<file path="src/inc/pwo_pkg.sv">
package pwo_pkg;
  localparam int unsigned NUM_CH = 8;
  localparam int unsigned ADDR_W = 12;
  // register index = printed offset; byte address is four times it
  localparam logic [7:0] IDX_OVR_MODE = 8'hBB;
  localparam logic [7:0] IDX_OVR_LEVEL = 8'hBC;
  localparam logic [7:0] IDX_PIN_SRC = 8'hBD;
  localparam logic [7:0] IDX_CH_EN = 8'hBE;
  localparam logic [11:0] ADDR_OVR_MODE = {2'h0, IDX_OVR_MODE, 2'h0};
  localparam logic [11:0] ADDR_OVR_LEVEL = {2'h0, IDX_OVR_LEVEL, 2'h0};
  localparam logic [11:0] ADDR_PIN_SRC = {2'h0, IDX_PIN_SRC, 2'h0};
  localparam logic [11:0] ADDR_CH_EN = {2'h0, IDX_CH_EN, 2'h0};
  localparam logic [7:0] RST_OVR_MODE = 8'h00;
  localparam logic [7:0] RST_OVR_LEVEL = 8'h00;
  localparam logic [7:0] RST_PIN_SRC = 8'h00;
  localparam logic [7:0] RST_CH_EN = 8'h00;
  localparam logic [7:0] EVEN_MASK = 8'h55;
  localparam logic [7:0] ODD_MASK = 8'hAA;
  localparam logic [1:0] RESP_OKAY = 2'h0;
  localparam logic [1:0] RESP_SLVERR = 2'h2;
endpackage

</file>
<file path="src/core/pwo_stage.sv">
// The implementer's own choice: the AXI4-Lite register port.
`timescale 1ns/1ps
// How it works
// - override mode 0 passes generator output
// - override mode 1 drives override level bit
// - level bit n maps to channel n
// - level one is active, zero inactive
// - pin source one picks port latch, resets zero
// - pin source honoured only with option enabled
// - even enable bits gate even outputs not taken from the port latch
// - odd enable bits gate odd outputs not taken from the port latch
module pwo_stage (
  input wire logic aclk,
  input wire logic aresetn,
  input wire logic [11:0] s_axi_awaddr,
  input wire logic s_axi_awvalid,
  output logic s_axi_awready,
  input wire logic [31:0] s_axi_wdata,
  input wire logic [3:0] s_axi_wstrb,
  input wire logic s_axi_wvalid,
  output logic s_axi_wready,
  output logic [1:0] s_axi_bresp,
  output logic s_axi_bvalid,
  input wire logic s_axi_bready,
  input wire logic [11:0] s_axi_araddr,
  input wire logic s_axi_arvalid,
  output logic s_axi_arready,
  output logic [31:0] s_axi_rdata,
  output logic [1:0] s_axi_rresp,
  output logic s_axi_rvalid,
  input wire logic s_axi_rready,
  input wire logic [7:0] gen_out,
  input wire logic [7:0] port_latch,
  input wire logic option_odd_pins_on,
  input wire logic option_even_pins_on,
  input wire logic option_ch6_pin_on,
  input wire logic option_ch7_pin_on,
  output logic [7:0] pin_out
);
  typedef struct packed {
    logic [7:0] ovr_mode;
    logic [7:0] ovr_level;
    logic [7:0] pin_src;
    logic [7:0] ch_en;
    logic aw_held;
    logic [11:0] aw_addr;
    logic w_held;
    logic [7:0] w_data;
    logic w_strb0;
    logic bvalid;
    logic [1:0] bresp;
    logic rvalid;
    logic [1:0] rresp;
    logic [31:0] rdata;
    logic [7:0] pins;
  } pwo_state_t;

  pwo_state_t st;
  pwo_state_t next_st;
  logic [7:0] after_ovr;
  logic [7:0] after_en;
  logic [7:0] opt_on;
  logic [7:0] src_eff;
  logic wr_go;
  logic ar_miss;

  // options for channels 0..5 come from the odd/even group bits, 6 and 7 from their own
  assign opt_on = {option_ch7_pin_on, option_ch6_pin_on,
                   option_odd_pins_on, option_even_pins_on,
                   option_odd_pins_on, option_even_pins_on,
                   option_odd_pins_on, option_even_pins_on};
  assign after_ovr = (st.ovr_mode & st.ovr_level) | (~st.ovr_mode & gen_out);
  assign after_en = after_ovr & ((st.ch_en & pwo_pkg::EVEN_MASK) |
                                 (st.ch_en & pwo_pkg::ODD_MASK));
  assign src_eff = st.pin_src & opt_on;
  assign wr_go = st.aw_held && st.w_held && !st.bvalid;
  assign ar_miss = (s_axi_araddr != pwo_pkg::ADDR_OVR_MODE) &&
                   (s_axi_araddr != pwo_pkg::ADDR_OVR_LEVEL) &&
                   (s_axi_araddr != pwo_pkg::ADDR_PIN_SRC) &&
                   (s_axi_araddr != pwo_pkg::ADDR_CH_EN);

  assign s_axi_awready = !st.aw_held;
  assign s_axi_wready = !st.w_held;
  assign s_axi_bvalid = st.bvalid;
  assign s_axi_bresp = st.bresp;
  assign s_axi_arready = !st.rvalid;
  assign s_axi_rvalid = st.rvalid;
  assign s_axi_rresp = st.rresp;
  assign s_axi_rdata = st.rdata;
  assign pin_out = st.pins;

  always_comb begin
    next_st = st;
    // active level is one; the pin stage registers to keep data outputs glitch free
    next_st.pins = (src_eff & port_latch) | (~src_eff & after_en);
    if (s_axi_awvalid && !st.aw_held) begin
      next_st.aw_held = 1'b1;
      next_st.aw_addr = s_axi_awaddr;
    end
    if (s_axi_wvalid && !st.w_held) begin
      next_st.w_held = 1'b1;
      next_st.w_data = s_axi_wdata[7:0];
      next_st.w_strb0 = s_axi_wstrb[0];
    end
    if (wr_go) begin
      next_st.aw_held = 1'b0;
      next_st.w_held = 1'b0;
      next_st.bvalid = 1'b1;
      next_st.bresp = pwo_pkg::RESP_OKAY;
      if (st.aw_addr == pwo_pkg::ADDR_OVR_MODE) begin
        if (st.w_strb0) next_st.ovr_mode = st.w_data;
      end else if (st.aw_addr == pwo_pkg::ADDR_OVR_LEVEL) begin
        if (st.w_strb0) next_st.ovr_level = st.w_data;
      end else if (st.aw_addr == pwo_pkg::ADDR_PIN_SRC) begin
        if (st.w_strb0) next_st.pin_src = st.w_data;
      end else if (st.aw_addr == pwo_pkg::ADDR_CH_EN) begin
        if (st.w_strb0) next_st.ch_en = st.w_data;
      end else begin
        next_st.bresp = pwo_pkg::RESP_SLVERR;
      end
    end
    if (st.bvalid && s_axi_bready) next_st.bvalid = 1'b0;
    if (s_axi_arvalid && !st.rvalid) begin
      next_st.rvalid = 1'b1;
      next_st.rresp = pwo_pkg::RESP_OKAY;
      if (s_axi_araddr == pwo_pkg::ADDR_OVR_MODE) begin
        next_st.rdata = {24'h000000, st.ovr_mode};
      end else if (s_axi_araddr == pwo_pkg::ADDR_OVR_LEVEL) begin
        next_st.rdata = {24'h000000, st.ovr_level};
      end else if (s_axi_araddr == pwo_pkg::ADDR_PIN_SRC) begin
        next_st.rdata = {24'h000000, st.pin_src};
      end else if (s_axi_araddr == pwo_pkg::ADDR_CH_EN) begin
        next_st.rdata = {24'h000000, st.ch_en};
      end else begin
        next_st.rdata = 32'h00000000;
        next_st.rresp = pwo_pkg::RESP_SLVERR;
      end
    end else if (st.rvalid && s_axi_rready) begin
      next_st.rvalid = 1'b0;
    end
  end

  always_ff @(posedge aclk) begin
    if (!aresetn) begin
      st <= '0;
      st.ovr_mode <= pwo_pkg::RST_OVR_MODE;
      st.ovr_level <= pwo_pkg::RST_OVR_LEVEL;
      st.pin_src <= pwo_pkg::RST_PIN_SRC;
      st.ch_en <= pwo_pkg::RST_CH_EN;
    end else begin
      st <= next_st;
    end
  end
endmodule

</file>
<file path="config.mk">
export PLATFORM = sky130hd
export DESIGN_NAME = pwo_stage
export DESIGN_NICKNAME = d
export VERILOG_FILES = /design/src/inc/pwo_pkg.sv /design/src/core/pwo_stage.sv
export SDC_FILE = /design/constraint.sdc
export NUM_CORES = 1
export LEC_CHECK = 0
export ABC_CLOCK_PERIOD_IN_PS = 1800
export BUFFER_PORTS_ARGS = -buffer_cell sky130_fd_sc_hd__buf_2
export CORE_MARGIN = 4
export CORE_UTILIZATION = 50
export DETAILED_ROUTE_END_ITERATION = 12
export GPL_TIMING_DRIVEN = 0
export PLACE_DENSITY = 0.85
export SLEW_MARGIN = 30
export SYNTH_ARGS = -nofsm -noshare
export SYNTH_HDL_FRONTEND = slang
export SYNTH_SLANG_ARGS = --single-unit
</file>
<file path="constraint.sdc">
create_clock -name aclk -period 1.8 [get_ports aclk]
set_input_delay 0.18 -clock aclk [delete_from_list [all_inputs] [get_ports aclk]]
set_output_delay 0.18 -clock aclk [all_outputs]
set_load 0.1 [all_outputs]
</file>
# == Yosys cells after proc, flatten, opt, wreduce, memory -nomap -nowiden ==
# Index checks and enable logic that the tools add are counted.
# classes
mux,14
bitwise,15
n_eq_ne,8
n_reduce_logical,18
# ops
cell,count
== test 12 x 10 -> 1 bit (second input constant),8
AND 8 bit,6
2-to-1 mux 8 bit,4
2-to-1 mux 2 bit,8
inverter 8 bit,2
OR 8 bit,2
OR 7 x 8 -> 8 bit,1
logical AND 1 bit,7
AND reduction 6 bit,1
AND reduction 5 bit,1
logical NOT 1 bit,4
inverter 1 bit,4
AND reduction 4 bit,1
OR reduction 2 bit,2
AND reduction 3 bit,1
2-to-1 mux 1 bit,2
nonzero test 2 bit,1
# word_totals
register_bits,101
elab_cells,70
inputBits,87
out_inout_bits,49

# == Longest topological paths before layout ==
# Gate-level depths: netlist of the first run.
# depth
ltp_word,6
ltp_mapped,7
ltp_nobuf,4

# == Worst setup path before layout of the first run ==
# OpenSTA, ideal clock, no wires.
# synth_path
kind,register to register
from,"register st, in the netlist s_axi_bvalid"
to,register st[100] (netlist bit)
n_path_buf,3
path_stages_with_launch,8
t_arrival_ns,1.940
period_less_slack_ns,2.064
setup_ns,0.124
path_slack_ns,-0.264
required_ns,1.676
cell_sequence,dfxtp_1 and3b_1 clkbuf_1 and4_1 buf_2 buf_2 nand3_1 a21boi_0
# synth_between
elab_chain_cells,3
# synth_lines
item,line_no,text
from (decl),pwo_stage.sv:58,pwo_state_t st;
from (signal assigned),pwo_stage.sv:151,st <= next_st;
logical NOT 1 bit,pwo_stage.sv:76,assign wr_go = st.aw_held && st.w_held && !st.bvalid;
logical AND 1 bit,pwo_stage.sv:76,
AND reduction 3 bit (no line),n/a,
# Every way passes these cells.
# A chain may end at the register's enable or synchronous reset.

# == Final worst setup path of the first run ==
# layout_path
from,register st[58] (netlist bit)
to,register st[83] (netlist bit)
# layout_between
elab_chain_cells,3
word_cells_on_any_way,6
cone_classes,3 x eq/ne; 2 x bitwise; 1 x reduce/logical
# layout_lines
item,line_no
"== test 12 x 10 -> 1 bit, on equally long branches","pwo_stage.sv:112, pwo_stage.sv:110"
inverter 1 bit (no line),n/a
AND reduction 5 bit (no line) *,n/a
# Every way passes the cells marked *; elsewhere a longest branch is shown, timed or not.

==> flow_metrics.py, run 1 <==
metrics = {
    "logic_synthesis": {
        "ys.warnings.count": 0,
        "synth.top_cells.by_area": "dfxtp_1, a21boi_0, buf_4",
        "synthCells": 456,
        "ys.flop_type": "dfxtp_1",
        "synth_seq_area_share": 0.393,
        "postSynth.asyncResetShare": 0,
        "netlist_area_um2": 3820,
        "synth-edff-count": 0,
        "synth_top_cell_by_area": "dfxtp_1",
        "avgSynthCellArea_um2": 8.37,
        "synth_top_area_share": 0.393,
        "ys_seq_elements": 75,
        "synth_cell_type_count": 39,
    },
    "clock_network": {
        "clock_latency_ns": 0.34,
        "numCtsBuffers": 9,
        "cts_tree": "done",
        "cts.clk_slew.worst_paths_ns": 0.08,
        "clk_path_buf_depth": 2,
        "ctsHoldBuffers": 0,
        "cts.htree.levels": 3,
        "clock_sinks": 75,
        "cts_root_buffer": "clkbuf_8",
    },
    "finish": {
        "area_growth_pct": 22.8,
        "drive_gt1_frac": 0.302,
        "multi_input_area_um2": 1960,
        "layout.cells.most_common_list": "buf_2, dfxtp_1, nand2_1",
        "diodes": 0,
        "layout.cells.most_common": "buf_2",
        "nets": 659,
        "register_area_um2": 1500,
        "utilization": 0.639,
        "num-fill-cells": 650,
    },
    "sta": {
        "max_freq_mhz": 593,
        "finalSetupTns_ns": 0,
        "fin_skew_ns": 0.00579,
        "finalSetupViolCount": 0,
        "rsz0062_at_grt": "false",
        "tightest_slew_ns": 0.729,
        "min_period_over_period": 0.937,
        "period_needed_ns": 1.69,
        "hold_viol": 0,
        "slew_headroom": 0.510,
        "maxSlewViolCount": 0,
    },
    "power": {
        "power.internal_mw": 2.65,
        "power.density_nw_per_um2": 822,
        "combPwrFrac": 0.196,
        "p_leak_nw": 1.89,
        "pwr-share-clk": 0.350,
        "p_sw_frac": 0.311,
        "ir_drop_v": 0.000396,
        "switchingPower_mw": 1.20,
        "seqPwrFrac": 0.454,
    },
    "grt": {
        "grt_max_degree": 13,
        "grt_use_total": 0.215,
        "grt_pass1_wl_mm": 15.2,
        "antenna_found_initial": 0,
        "use_met3": 0.0450,
        "grt_pass1_vias": 3353,
        "overflow": 0,
        "grt-busiest-layer": "met2",
        "gr-usage-met1": 0.263,
        "met2_usage": 0.369,
    },
    "place": {
        "hpwlAfterDp_mm": 7.36,
        "gp_congestion": 0.887,
        "numPortBuffers": 81,
    },
    "worst_setup_path": {
        "required_ns": 2.03,
        "arrival_ns": 1.91,
        "critPathMaxFanout": 9,
        "cp-end-kind": "register",
        "startpoint_type": "register",
        "crit_type": "register to register",
    },
    "route": {
        "drc": 0,
        "drt_iter0_drc": 247,
        "ant_nets": 0,
        "avgViaCountPerCell": 5.18,
        "totalWireLength_mm": 9.54,
        "wl_per_cell_um": 14.1,
        "dr.pass1.iters": 4,
        "vias": 3502,
    },
    "floorplanning": {
        "die_h_um": 95.4,
        "io_pins": 136,
        "rows": 31,
        "start_util": 0.521,
        "core_um2": 7330,
        "dieWidth_um": 95.4,
        "dieArea_um2": 9090,
    },
    "status": {
        "outcome": "complete, no violations",
    },
    "flow_run": {
        "drv_cap": 0,
    },
    "hold_path": {
        "hold_path_class": "primary input to register",
    },
}
## cells by family (layout without fill, tap and decap cells)
logic type	Yosys count	count (layout)	synth area share
buf+inv	81	177	0.126
simple gates	156	156	0.208
xor+xnor	2	2	0.00459
flops	75	75	0.393
compound gates	125	125	0.220
mux	16	16	0.0469
other cells	1	26	0.000983
## final timing paths
kind | end | slack (ns) | cells after the start | startpoint
setup reg to reg | st[83] | 0.11 | 6 | st[58]
setup / recovery | st[83] | 0.11 | 6 | st[58]
hold / removal | st[63] | 0.08 | 3 | s_axi_awaddr[7]
hold reg to reg | st[62] | 0.47 | 2 | st[62]
## sequential cells by signal, indices dropped and copies added, names as in the netlist
| name | cells |
|---|---|
| s_axi_bresp | 1 |
| s_axi_rresp | 1 |
| pin_out | 8 |
| s_axi_bvalid | 1 |
| s_axi_rdata | 8 |
| st | 55 |
| s_axi_rvalid | 1 |
## cell type report
type,instances,area share
Clock buffer,12,0.0352
Clock inverter,4,0.0101
Sequential cell,75,0.321
Tap cell,99,0.0264
Inverter,12,0.00961
Multi-Input combinational cell,325,0.418
Buffer,67,0.0913
Timing Repair Buffer,82,0.0881
## per-stage QoR
stage                     power (mW)  hold slack [ns]  setup WS (ns)  area [um2]  instances
after detailed placement        2.53            0.434        0.00227        4440        661
after global routing            3.99           0.0779       0.000276        4690        676
after CTS                       3.87           0.0679         0.0246        4660        678
after global placement          2.51            0.430         0.0392        4440        661
final                           3.85           0.0835          0.114        4690        676
after floorplan                 2.38            0.318         0.0542        3910        481
## synthesized netlist by cell type (2+ instances only)
cell and n:
dfxtp_1 75, nor2_1 5, nand3_1 40, nand2_1 72
inv_1 12, buf_1 2, o2bb2ai_1 7, o21ai_0 44
nor2b_1 6, nand3b_1 3, a21oi_1 3, mux2_2 15
nor4_2 2, buf_2 3, clkbuf_1 18, xnor2_1 2
a21boi_0 57, nand2b_1 3, buf_4 46, nor3b_1 2
a221oi_1 7, nor3_1 2, nand4_1 9, and3b_1 2
a21boi_1 5
## per-layer routing
layer / up-vias / part of all wire
met2: 146 / 0.48
met5: - / 0
met3: 18 / 0.080
li1: 1757 / -
met1: 1581 / 0.43
met4: 0 / 0.015
## power by group through the flow
stage	combinational [mW]	sequential [mW]	clock, mW
after CTS	0.749	1.74	1.37
final	0.754	1.75	1.35
after detailed placement	0.746	1.78	0
after global placement	0.736	1.78	0
after floorplan	0.593	1.79	0
after global routing	0.798	1.75	1.43
## critical path: stages, from the launching register on
cell and delay (ns):
dfxtp_1 0.31, buf_2 0.18, nor2b_1 0.14, buf_1 0.32
nand2_1 0.27, o21ai_0 0.24, a21boi_0 0.10
## what timing repair did
item                                    4_1_cts  5_1_grt
endpoints found under the setup margin        2       31
gates resized for setup                       0        7
gates cloned                                  0        0
setup buffers                                 1        0
pin swaps                                     1        0
Power figures use the tool's default switching activity.
==> inputs of run 2 (changes only) <==
--- a/config.mk
+++ b/config.mk
@@ -11,7 +11,7 @@
 export CORE_UTILIZATION = 50
 export DETAILED_ROUTE_END_ITERATION = 12
 export GPL_TIMING_DRIVEN = 0
-export PLACE_DENSITY = 0.85
+export PLACE_DENSITY = 0.8
 export SLEW_MARGIN = 30
 export SYNTH_ARGS = -nofsm -noshare
 export SYNTH_HDL_FRONTEND = slang
==> flow_metrics.py, run 2 (synthesized netlist as in run 1, its figures left out) <==
metrics = {
    "status": {
        "outcome": "complete, no violations",
    },
    "sta": {
        "slew_headroom": 0.490,
        "rsz0062_at_grt": "false",
        "tightest_slew_ns": 0.759,
        "hold_viol": 0,
        "fin_skew_ns": 0.00993,
        "period_needed_ns": 1.61,
        "finalSetupViolCount": 0,
        "max_freq_mhz": 621,
        "maxSlewViolCount": 0,
        "min_period_over_period": 0.895,
    },
    "power": {
        "combPwrFrac": 0.204,
        "p_leak_nw": 1.88,
        "pwr-share-clk": 0.321,
        "power.total_mw": 3.68,
        "power.density_nw_per_um2": 790,
        "p_sw_frac": 0.328,
        "power.internal_mw": 2.47,
        "ir_drop_v": 0.000497,
        "seqPwrFrac": 0.474,
        "switchingPower_mw": 1.21,
    },
    "grt": {
        "grt_pass1_vias": 3161,
        "antenna_found_initial": 0,
        "grt_pass1_wl_mm": 14.6,
        "grt_max_degree": 13,
        "overflow": 0,
        "grt_use_total": 0.205,
    },
    "floorplanning": {
        "dieWidth_um": 95.4,
        "start_util": 0.521,
        "rows": 31,
        "dieArea_um2": 9090,
        "io_pins": 136,
        "core_um2": 7330,
        "die_h_um": 95.4,
    },
    "finish": {
        "drive_gt1_frac": 0.304,
        "layout.cells.most_common_list": "buf_2, dfxtp_1, nand2_1",
        "area_growth_pct": 22.0,
        "regMostFlops": "st",
        "diodes": 0,
        "layout.cells.most_common": "buf_2",
        "nets": 660,
        "largest_reg_flops": 55,
        "stdcell_count": 677,
    },
    "worst_setup_path": {
        "cp-end-kind": "register",
        "required_ns": 2.08,
        "arrival_ns": 1.89,
        "critPathMaxFanout": 10,
        "startpoint_type": "register",
        "crit_type": "register to register",
    },
    "route": {
        "wl_per_cell_um": 13.7,
        "dr.pass1.iters": 5,
        "vias": 3483,
        "drt_iter0_drc": 222,
        "avgViaCountPerCell": 5.14,
        "totalWireLength_mm": 9.28,
        "ant_nets": 0,
        "drc": 0,
    },
    "clock_network": {
        "clock_latency_ns": 0.35,
        "cts.clk_slew.worst_paths_ns": 0.08,
        "clk_path_buf_depth": 2,
        "cts_root_buffer": "clkbuf_8",
        "numCtsBuffers": 9,
        "ctsHoldBuffers": 0,
        "cts_tree": "done",
        "cts.htree.levels": 3,
        "clock_sinks": 75,
    },
    "flow_run": {
        "drv_cap": 0,
    },
    "place": {
        "place_inst": 661,
        "gp_congestion": 0.875,
        "numPortBuffers": 81,
        "hpwlAfterDp_mm": 7.20,
    },
    "hold_path": {
        "hold_path_class": "primary input to register",
    },
}
run 2: metal layers:
layer | track usage | part of all wire | wire length, um
met1 | 0.256 | 0.43 | 3960
met2 | 0.356 | 0.49 | 4540
met3 | 0.0442 | 0.076 | 704
met4 | 0.0565 | 0.0085 | 79
met5 | 0 | 0 | 0
run 2: stage by stage:
stage | setup WS (ns) | setup TNS [ns] | utilization | hold slack (ns) | instance area, um2
2_1_floorplan | 0.0542 | 0 | - | 0.318 | 3910
3_3_place_gp | 0.0436 | 0 | 0.606 | 0.430 | 4440
3_5_place_dp | -0.00951 | -0.00951 | 0.606 | 0.441 | 4440
4_1_cts | 0.0156 | 0 | 0.631 | 0.0575 | 4630
5_1_grt | 0.0111 | 0 | 0.635 | 0.0714 | 4660
6_report | 0.190 | 0 | 0.635 | 0.0711 | 4660
run 2: final timing paths:
path | from | endpoint | slack, ns | depth (start not counted)
max | st[56] | st[74] | 0.19 | 6
min | s_axi_wdata[0] | st[47] | 0.07 | 3
max reg2reg | st[56] | st[74] | 0.19 | 6
min reg2reg | st[62] | st[62] | 0.47 | 2
run 2: what timing repair did:
| item | 4_1_cts | 5_1_grt |
|---|---|---|
| endpoints found under the hold margin | 0 | 0 |
| resized for setup | 2 | 6 |
| pin swaps | 0 | 2 |
| buffers inserted | 0 | 2 |
| endpoints found under the setup margin | 1 | 32 |
run 2: power groups by stage:
stage | clock (mW) | sequential, mW | combinational, mW
floorplan | 0 | 1.79 | 0.593
global placement | 0 | 1.78 | 0.737
detailed placement | 0 | 1.78 | 0.747
CTS | 1.20 | 1.74 | 0.749
global route | 1.25 | 1.75 | 0.795
finish | 1.18 | 1.75 | 0.752
run 2: layout make-up:
class | instances | area [um2]
inverter | 12 | 45.0
tap | 99 | 124
fill | 668 | 2670
multi-input combinational | 325 | 1950
clock buffer | 12 | 155
buffer | 67 | 433
clock inverter | 4 | 25.0
sequential | 75 | 1500
timing repair buffer | 83 | 420
run 2: critical path, cell delays in order (launching register included):
cell and delay [ns]:
dfxtp_1 0.33, nor4bb_2 0.32, and4_1 0.23, buf_2 0.17
buf_4 0.18, nand3_1 0.11, a21boi_0 0.20
